--- config.mk ---
export PLATFORM = sky130hd
export DESIGN_NAME = dirf_formatter
export DESIGN_NICKNAME = d
export VERILOG_FILES = /design/src/design/dirf_pkg.sv /design/src/design/dirf_formatter.sv
export SDC_FILE = /design/constraint.sdc
export NUM_CORES = 1
export LEC_CHECK = 0
export ABC_AREA = 1
export BUFFER_PORTS_ARGS = -buffer_cell sky130_fd_sc_hd__buf_2
export CORE_MARGIN = 3
export CORE_UTILIZATION = 55
export CTS_CLUSTER_DIAMETER = 60
export DETAILED_ROUTE_END_ITERATION = 6
export PLACE_DENSITY = 0.77
export SETUP_SLACK_MARGIN = 0.02
export SLEW_MARGIN = 20
export SYNTH_ARGS = -nofsm -noshare
export SYNTH_HDL_FRONTEND = slang
export SYNTH_SLANG_ARGS = --single-unit
--- constraint.sdc ---
create_clock -name aclk -period 2.2 [get_ports aclk]
set_clock_uncertainty 0.05 [all_clocks]
set_input_delay 0.22 -clock aclk [delete_from_list [all_inputs] [get_ports aclk]]
set_output_delay 0.22 -clock aclk [all_outputs]
set_load 0.01 [all_outputs]
--- src/design/dirf_pkg.sv ---
// constants for the drive information record formatter
// Behaviour
// - four-byte record per written sector, third group
// - control positions from 8193 grouped by four
// - byte one bit 6 shows verify-after-write
// - relocation flag zero when not relocated
// - flag one verify error, zero write error
// - byte one bits 4..0 vendor relocation reason
// - attempt field zero when not relocated
// - attempt field holds attempt number minus one
// - 20-bit serial packed across bytes two to four
// - bit 7 of bytes one, two zero
// - special sectors zero relocation fields
`default_nettype none
package dirf_pkg;
  localparam logic [11:0] ADDR_CTRL = 12'h000;
  localparam logic [11:0] ADDR_CTX = 12'h004;
  localparam logic [11:0] ADDR_SERIAL = 12'h008;
  localparam logic [11:0] ADDR_STATUS = 12'h00c;
  localparam logic [11:0] ADDR_RECORD = 12'h010;
  localparam int CTX_VERIFY = 0;
  localparam int CTX_RELOC = 1;
  localparam int CTX_VERR = 2;
  localparam int CTX_SPECIAL = 3;
  localparam int CTX_ATTEMPT = 4;
  localparam int CTX_CAUSE = 8;
  localparam logic [13:0] CTRL_FIRST_POS = 14'h2001;
  localparam logic [13:0] POS_PER_GROUP = 14'h0004;
  localparam logic [1:0] RECORD_GROUP = 2'h2;
  localparam logic [31:0] CTX_RESET = 32'h0000_0000;
  localparam logic [19:0] SERIAL_RESET = 20'h00000;
  localparam logic [1:0] RESP_OKAY = 2'b00;
  localparam logic [1:0] RESP_SLVERR = 2'b10;
endpackage : dirf_pkg
`default_nettype wire

--- src/design/dirf_formatter.sv ---
// drive information record formatter with axi4-lite context registers
`default_nettype none
module dirf_formatter (
  input wire logic aclk,
  input wire logic aresetn,
  input wire logic [11:0] s_axi_awaddr,
  input wire logic s_axi_awvalid,
  output logic s_axi_awready,
  input wire logic [31:0] s_axi_wdata,
  input wire logic [3:0] s_axi_wstrb,
  input wire logic s_axi_wvalid,
  output logic s_axi_wready,
  output logic [1:0] s_axi_bresp,
  output logic s_axi_bvalid,
  input wire logic s_axi_bready,
  input wire logic [11:0] s_axi_araddr,
  input wire logic s_axi_arvalid,
  output logic s_axi_arready,
  output logic [31:0] s_axi_rdata,
  output logic [1:0] s_axi_rresp,
  output logic s_axi_rvalid,
  input wire logic s_axi_rready,
  input wire logic pos_valid,
  input wire logic [13:0] pos_index,
  output logic [7:0] ctl_byte,
  output logic ctl_byte_valid,
  output logic [1:0] ctl_group
);
  logic [31:0] ctx_q;
  logic [19:0] serial_q;
  logic [15:0] emitted_q;
  logic have_aw_q;
  logic have_w_q;
  logic [11:0] awaddr_q;
  logic [31:0] wdata_q;
  logic [3:0] wstrb_q;
  logic [7:0] rec_b1;
  logic [7:0] rec_b2;
  logic [7:0] rec_b3;
  logic [7:0] rec_b4;
  logic is_reloc;
  logic [13:0] rel;
  logic [1:0] sel;
  logic in_rec;

  // record assembly
  always_comb begin
    is_reloc = ctx_q[dirf_pkg::CTX_RELOC] & ~ctx_q[dirf_pkg::CTX_SPECIAL];
    rec_b1 = 8'h00;
    rec_b1[6] = ctx_q[dirf_pkg::CTX_VERIFY];
    rec_b1[5] = is_reloc & ctx_q[dirf_pkg::CTX_VERR];
    rec_b1[4:0] = ctx_q[dirf_pkg::CTX_SPECIAL] ? 5'h00 : ctx_q[dirf_pkg::CTX_CAUSE +: 5];
    rec_b2 = 8'h00;
    rec_b2[6:4] = is_reloc ? ctx_q[dirf_pkg::CTX_ATTEMPT +: 3] : 3'h0;
    rec_b2[3:0] = serial_q[19:16];
    rec_b3 = serial_q[15:8];
    rec_b4 = serial_q[7:0];
  end

  // control position to group and byte
  always_comb begin
    rel = pos_index - dirf_pkg::CTRL_FIRST_POS;
    sel = rel[1:0];
    in_rec = pos_valid && pos_index >= dirf_pkg::CTRL_FIRST_POS
      && rel < (dirf_pkg::POS_PER_GROUP * 14'h0003)
      && rel[3:2] == dirf_pkg::RECORD_GROUP;
  end

  // byte output, one per requested position in the record group
  always_ff @(posedge aclk) begin
    if (!aresetn) begin
      ctl_byte <= 8'h00;
      ctl_byte_valid <= 1'b0;
      ctl_group <= 2'h0;
      emitted_q <= 16'h0000;
    end else begin
      ctl_byte_valid <= in_rec;
      ctl_group <= rel[3:2];
      if (in_rec) begin
        emitted_q <= emitted_q + 16'h0001;
        case (sel)
          2'd0: ctl_byte <= rec_b1;
          2'd1: ctl_byte <= rec_b2;
          2'd2: ctl_byte <= rec_b3;
          default: ctl_byte <= rec_b4;
        endcase
      end
    end
  end

  // write channel
  always_ff @(posedge aclk) begin
    if (!aresetn) begin
      have_aw_q <= 1'b0;
      have_w_q <= 1'b0;
      awaddr_q <= 12'h000;
      wdata_q <= 32'h0000_0000;
      wstrb_q <= 4'h0;
      s_axi_bvalid <= 1'b0;
      s_axi_bresp <= dirf_pkg::RESP_OKAY;
      ctx_q <= dirf_pkg::CTX_RESET;
      serial_q <= dirf_pkg::SERIAL_RESET;
    end else begin
      if (s_axi_awvalid && s_axi_awready) begin
        have_aw_q <= 1'b1;
        awaddr_q <= s_axi_awaddr;
      end
      if (s_axi_wvalid && s_axi_wready) begin
        have_w_q <= 1'b1;
        wdata_q <= s_axi_wdata;
        wstrb_q <= s_axi_wstrb;
      end
      if (have_aw_q && have_w_q && !s_axi_bvalid) begin
        have_aw_q <= 1'b0;
        have_w_q <= 1'b0;
        s_axi_bvalid <= 1'b1;
        s_axi_bresp <= dirf_pkg::RESP_OKAY;
        case (awaddr_q[11:2])
          dirf_pkg::ADDR_CTX[11:2]: begin
            for (int i = 0; i < 4; i++) begin
              if (wstrb_q[i]) ctx_q[i*8 +: 8] <= wdata_q[i*8 +: 8];
            end
          end
          dirf_pkg::ADDR_SERIAL[11:2]: begin
            for (int i = 0; i < 2; i++) begin
              if (wstrb_q[i]) serial_q[i*8 +: 8] <= wdata_q[i*8 +: 8];
            end
            if (wstrb_q[2]) serial_q[19:16] <= wdata_q[19:16];
          end
          dirf_pkg::ADDR_CTRL[11:2]: begin
            s_axi_bresp <= dirf_pkg::RESP_OKAY;
          end
          default: s_axi_bresp <= dirf_pkg::RESP_SLVERR;
        endcase
      end else if (s_axi_bvalid && s_axi_bready) begin
        s_axi_bvalid <= 1'b0;
      end
    end
  end

  always_ff @(posedge aclk) begin
    if (!aresetn) begin
      s_axi_awready <= 1'b0;
      s_axi_wready <= 1'b0;
    end else begin
      s_axi_awready <= !have_aw_q && !(s_axi_awvalid && s_axi_awready) && !s_axi_bvalid;
      s_axi_wready <= !have_w_q && !(s_axi_wvalid && s_axi_wready) && !s_axi_bvalid;
    end
  end

  // read channel
  always_ff @(posedge aclk) begin
    if (!aresetn) begin
      s_axi_arready <= 1'b0;
      s_axi_rvalid <= 1'b0;
      s_axi_rdata <= 32'h0000_0000;
      s_axi_rresp <= dirf_pkg::RESP_OKAY;
    end else begin
      s_axi_arready <= !s_axi_rvalid && !(s_axi_arvalid && s_axi_arready);
      if (s_axi_arvalid && s_axi_arready) begin
        s_axi_rvalid <= 1'b1;
        s_axi_rresp <= dirf_pkg::RESP_OKAY;
        case (s_axi_araddr[11:2])
          dirf_pkg::ADDR_CTRL[11:2]: s_axi_rdata <= 32'h0000_0000;
          dirf_pkg::ADDR_CTX[11:2]: s_axi_rdata <= ctx_q;
          dirf_pkg::ADDR_SERIAL[11:2]: s_axi_rdata <= {12'h000, serial_q};
          dirf_pkg::ADDR_STATUS[11:2]: s_axi_rdata <= {16'h0000, emitted_q};
          dirf_pkg::ADDR_RECORD[11:2]: s_axi_rdata <= {rec_b1, rec_b2, rec_b3, rec_b4};
          default: begin
            s_axi_rdata <= 32'h0000_0000;
            s_axi_rresp <= dirf_pkg::RESP_SLVERR;
          end
        endcase
      end else if (s_axi_rvalid && s_axi_rready) begin
        s_axi_rvalid <= 1'b0;
      end
    end
  end

  // checks
  unused_bits_a: assert property (@(posedge aclk) disable iff (!aresetn)
    ctl_byte_valid && $past(sel) <= 2'd1 |-> !ctl_byte[7])
    else $error("unassigned bit seven set");
  verify_bit_a: assert property (@(posedge aclk) disable iff (!aresetn)
    rec_b1[6] == ctx_q[dirf_pkg::CTX_VERIFY]) else $error("verify bit wrong");
  flag_noreloc_a: assert property (@(posedge aclk) disable iff (!aresetn)
    !ctx_q[dirf_pkg::CTX_RELOC] |-> !rec_b1[5]) else $error("flag set unrelocated");
  flag_verr_a: assert property (@(posedge aclk) disable iff (!aresetn)
    is_reloc |-> rec_b1[5] == ctx_q[dirf_pkg::CTX_VERR]) else $error("flag cause wrong");
  attempt_zero_a: assert property (@(posedge aclk) disable iff (!aresetn)
    !ctx_q[dirf_pkg::CTX_RELOC] |-> rec_b2[6:4] == 3'h0) else $error("attempt nonzero");
  attempt_val_a: assert property (@(posedge aclk) disable iff (!aresetn)
    is_reloc |-> rec_b2[6:4] == ctx_q[6:4]) else $error("attempt code wrong");
  special_zero_a: assert property (@(posedge aclk) disable iff (!aresetn)
    ctx_q[dirf_pkg::CTX_SPECIAL] |-> rec_b1[5:0] == 6'h00 && rec_b2[6:4] == 3'h0)
    else $error("special sector fields nonzero");
  serial_pack_a: assert property (@(posedge aclk) disable iff (!aresetn)
    {rec_b2[3:0], rec_b3, rec_b4} == serial_q) else $error("serial packing wrong");
  emit_order_a: assert property (@(posedge aclk) disable iff (!aresetn)
    in_rec && sel == 2'd2 |=> ctl_byte_valid && ctl_byte == $past(serial_q[15:8]))
    else $error("third byte wrong");
  group_pos_a: assert property (@(posedge aclk) disable iff (!aresetn)
    pos_valid && pos_index == 14'h2009 |=> ctl_byte_valid && ctl_group == 2'h2)
    else $error("first record position missed");
  group_only_a: assert property (@(posedge aclk) disable iff (!aresetn)
    ctl_byte_valid |-> ctl_group == dirf_pkg::RECORD_GROUP)
    else $error("byte outside third group");
  other_pos_a: assert property (@(posedge aclk) disable iff (!aresetn)
    !in_rec |=> !ctl_byte_valid) else $error("byte for foreign position");
endmodule : dirf_formatter
`default_nettype wire

Yosys cells after proc, flatten, opt, wreduce, memory -nomap -nowiden
Cells that the tools add are included.

$add $sub $neg: 2. Order comparisons: 2. Equality and inequality tests: 9. Mux-type cells: 10. Bitwise operators: 4. Reductions and logical operators: 37.

Operators by type and width (number): $pmux W32 S4 (1); $eq A10 B2 Y1 const B (3); $pmux W8 S3 (1); $reduce_and A3 Y1 (7); $eq A10 B1 Y1 const B (2); $logic_not A10 Y1 (2); $add A16 B1 Y16 const B (1); $logic_and A1 B1 Y1 (15); $ge A14 B14 Y1 const B (1); $lt A14 B4 Y1 const B (1); $sub A14 B14 Y14 const B (1); $eq A10 B3 Y1 const B (1); $logic_not A1 Y1 (7); $mux W5 (1); $reduce_or A5 Y1 (1); $eq A2 B2 Y1 const B (2); $mux W1 (4); $mux W2 (2); $reduce_bool A2 Y1 (2); $mux W3 (1); $reduce_or A3 Y1 (1); $and A1 B1 Y1 (2); $eq A2 B1 Y1 const B (1); $logic_not A2 Y1 (1); 2 further kinds (3).

Register bits: 170. Input port bits: 82. Output and inout bits: 52. Word-level logic and storage cells: 88.

Depth between registers and ports, before layout
Word-level depth: 4. Mapped depth: 14. Depth with buffers taken out: 13.

Worst setup path before layout
Ideal clock, no wire load.

Path type: register -> register. Start: reg awaddr_q[10]. End: reg serial_q[13]. Setup time: 128 ps. Arrival: 1554 ps. Setup slack: 469 ps. Stages on the path, launching flop included: 9. Path buffers: 1. Clock period less this slack: 1731 ps. Path through: dfxtp_1 > or2_2 > nor3_1 > nand2_1 > nor2_1 > nand2_1 > clkbuf_1 > o21ai_0 > a21oi_1.

Word-level cells in the longest chain between the ends: 2.

RTL lines: from (decl) (line dirf_formatter.sv:34) `logic [11:0] awaddr_q;`; from (signal assigned) (line dirf_formatter.sv:106) `awaddr_q <= s_axi_awaddr;`; $eq A10 B2 Y1 (line dirf_formatter.sv:118) `case (awaddr_q[11:2])`; $reduce_and A3 Y1 (no source line); to (signal assigned) (line dirf_formatter.sv:102) `serial_q <= dirf_pkg::SERIAL_RESET;`; to (signal, indexed assignment) (line dirf_formatter.sv:126) `if (wstrb_q[i]) serial_q[i*8 +: 8] <= wdata_q[i*8 +: 8];`; to (decl) (line dirf_formatter.sv:30) `logic [19:0] serial_q;`.

Every way passes these cells. A chain may end at the register's enable or synchronous reset.

Worst setup path after layout
Start: reg awaddr_q[10]. End: reg serial_q[0].

Same word-level chain as after synthesis.

==> flow_summary.toml <==
[cts]
clk_latency_ns = 0.43
cts_max_level = 4
root_buffer = "clkbuf_16"
cts_tree = "done"
cts-buffers-inserted = 17
cts.clk_slew.worst_paths_ns = 0.06
clockBufferDepth = 2
clkSinkCount = 166

[global_route]
grt_max_degree = 84
grt_overflow = 0
grt_pass1_vias = 6268
antenna_found_initial = 0
grt_pass1_wl_mm = 30.4
grtUsageTotal_pct = 26.5

[placement]
gp_congestion = 0.983
place_inst = 1238
port_buffers = 127
dp_hpwl_mm = 13.1

[die]
die_width_um = 119
rows = 40
die_y_um = 119
io_pins = 134
dieArea_um2 = 14200
core_area_um2 = 12300
initial_core_util_pct = 57.3

[setup_path]
critical_path_buf_inv_count = 0
path_cells = "or2_2, nor3_1, nand2_1, nor2_1, nand2_1, o21ai_0, a21oi_1"
cp.arrival_ns = 2.21
start_kind = "flop"
critPathMaxStageDelay_ns = 0.33
cpLargestDelayFamily = "simple AND/OR/NAND/NOR gates"
crit_fanout = 11
crit_slowest_cell = "or2_2"
cp-end-kind = "flop"
crit_path_frequent_cell = "nand2_1"
path_class = "flop to flop"
critical_path_required_ns = 2.46

[sta]
worst_pin_slew_ns = 0.552
period_share_pct = 88.7
drv_slew = 0
rsz0062_at_grt = "no"
finalSetupViolations = 0
maxSlewHeadroom_pct = 63.2
hold_viol = 0
fin_hold_ws_ns = 0.00426
tns_ns = 0
max_clock_freq_mhz = 513
fin_crit_ns = 1.95

[power]
p_leak_nw = 3.67
power_frac_comb_pct = 6.9
p_int_mw = 5.20
switching_share_pct = 22.7
p_total_mw = 6.72
ir_drop_mv = 0.517
p_per_area_nw_per_um2 = 772
power_switching_mw = 1.53
seqPwrFrac_pct = 46.6
p_clk_share_pct = 46.5

[finish]
fin_cells = 1293
syn2layout_area_growth_pct = 24.1
drive_above_1_share_pct = 19.5
final_common_cell = "dfxtp_1"
diodes = 0
fillers = 1062
nets = 1195
layout_common_cells = "dfxtp_1, nor2_1, nand2_1"

[outcome]
status = "finished clean"

[detailed_routing]
drt-total-wl_mm = 18.7
dr.pass1.iters = 5
drt_iter0_drc = 763
vias_per_cell = 5.30
dr_total_vias = 6847
wl_per_cell_um = 14.5
ant_nets = 0
drc_errors = 0

[synth]
synth_area_um2 = 7020
synth_compound_area_share_pct = 18.4
ys_seq_area_share_pct = 47.3
synth-xor-area-share_pct = 0
muxShareOfSynthArea_pct = 0
yosys.area_share.simple_pct = 26.0
synth_adder_area_share_pct = 0.178
synthCells = 967
ys_types = 37
ys_seq_elements = 166
synth_top_family_by_area = "simple AND/OR/NAND/NOR gates"
yosys_warnings = 0
syn_area_per_cell_um2 = 7.26

[flow_run]
drv_cap = 0

[worst_hold_path]
hp-class = "primary input to flop"
==> Yosys cell counts (all sizes together) <==
cell	instances	area, um^2
nor2	171	688
dfxtp	166	3320
nand2	150	596
o21ai	120	601
inv	92	345
a21oi	82	448
nand3	66	340
clkbuf	36	135
nor3	26	130
o22ai	20	125
buf	11	75.1
a22oi	4	30.0
o2111ai	4	35.0
o31ai	4	30.0
nand4	3	18.8
clkinv	2	7.51
or2	2	12.5
a211oi	1	7.51
a221oi	1	8.76
and3	1	6.26
conb	1	3.75
ha	1	12.5
nor3b	1	12.5
nor4	1	21.3
o41ai	1	8.76
==> worst register-to-register path: stages, from the launching register on <==
cell and delay [ns]:
dfxtp_1 0.30, or2_2 0.33, nor3_1 0.21, nand2_1 0.12, nor2_1 0.24, nand2_1 0.28
o21ai_0 0.23, a21oi_1 0.07
==> power groups by stage <==
stage	Clock, mW	Combinational [mW]	Sequential, mW
6_report	3.13	0.464	3.13
3_5_place_dp	0	0.424	3.20
3_3_place_gp	0	0.416	3.20
4_1_cts	3.14	0.458	3.13
5_1_grt	3.28	0.526	3.14
2_1_floorplan	0	0.267	3.19
==> final timing paths <==
kind	depth (start not counted)	slack (ns)	from	to
worst max register to register	7	0.25	awaddr_q[10]$_SDFFE_PN0P_	serial_q[0]$_SDFFE_PN0P_
worst max-delay path	7	0.25	awaddr_q[10]$_SDFFE_PN0P_	serial_q[0]$_SDFFE_PN0P_
worst min-delay path	3	0.004	s_axi_awaddr[6]	awaddr_q[6]$_SDFFE_PN0P_
worst min register to register	1	0.37	have_w_q$_SDFFE_PP0P_	s_axi_wready$_SDFF_PN0_
==> state kept, by name, summed over array words and instances (netlist names), 2 cells and up <==
| register | flops |
|---|---|
| awaddr_q | 10 |
| wstrb_q | 4 |
| emitted_q | 16 |
| ctl_group | 2 |
| wdata_q | 32 |
| ctx_q | 32 |
| ctl_byte | 8 |
| s_axi_rdata | 32 |
| serial_q | 20 |
==> timing repair <==
| item | 4_1_cts | 5_1_grt |
|---|---|---|
| hold endpoints to repair | 23 | 0 |
| hold buffers | 23 | 0 |
| setup endpoints to repair | 0 | 4 |
| resized for setup | 0 | 2 |
| buffers inserted | 0 | 0 |
==> layout make-up <==
| class | count | area [um^2] | share of cell area, % |
|---|---|---|---|
| Timing Repair Buffer | 172 | 1060 | 12.1 |
| Tap cell | 168 | 210 | 2.41 |
| Sequential cell | 166 | 3320 | 38.1 |
| Multi-Input combinational cell | 661 | 3150 | 36.1 |
| Inverter | 94 | 353 | 4.05 |
| Clock inverter | 13 | 180 | 2.07 |
| Clock buffer | 19 | 443 | 5.08 |
==> metrics by stage <==
| stage | cell area [um^2] | util [%] | worst slack [ns] |
|---|---|---|---|
| final | 8710 | 71.1 | 0.249 |
| after global routing | 8710 | 71.1 | 0.122 |
| after CTS | 8700 | 71.0 | 0.176 |
| after detailed placement | 7850 | 64.0 | 0.116 |
| after global placement | 7850 | 64.0 | 0.176 |
| after floorplan | 7030 | - | 0.469 |
==> cell families (layout without fill, tap and decap cells) <==
logic type	after synthesis	in the layout
and+or+nand+nor	421	421
AOI/OAI and AO/OA	237	237
DFF	166	166
adders and majority gates	1	1
other	1	2
buffers and inverters	141	298
==> layer usage <==
metal | wire length [um] | track usage (%) | vias up
met2 | 8490 | 42.0 | 263
met3 | 1360 | 5.89 | 33
met4 | 416 | 8.98 | 0
met5 | 0 | 0 | -
li1 | - | - | 3467
met1 | 8430 | 35.8 | 3084
(Power assumes the default switching activity.)
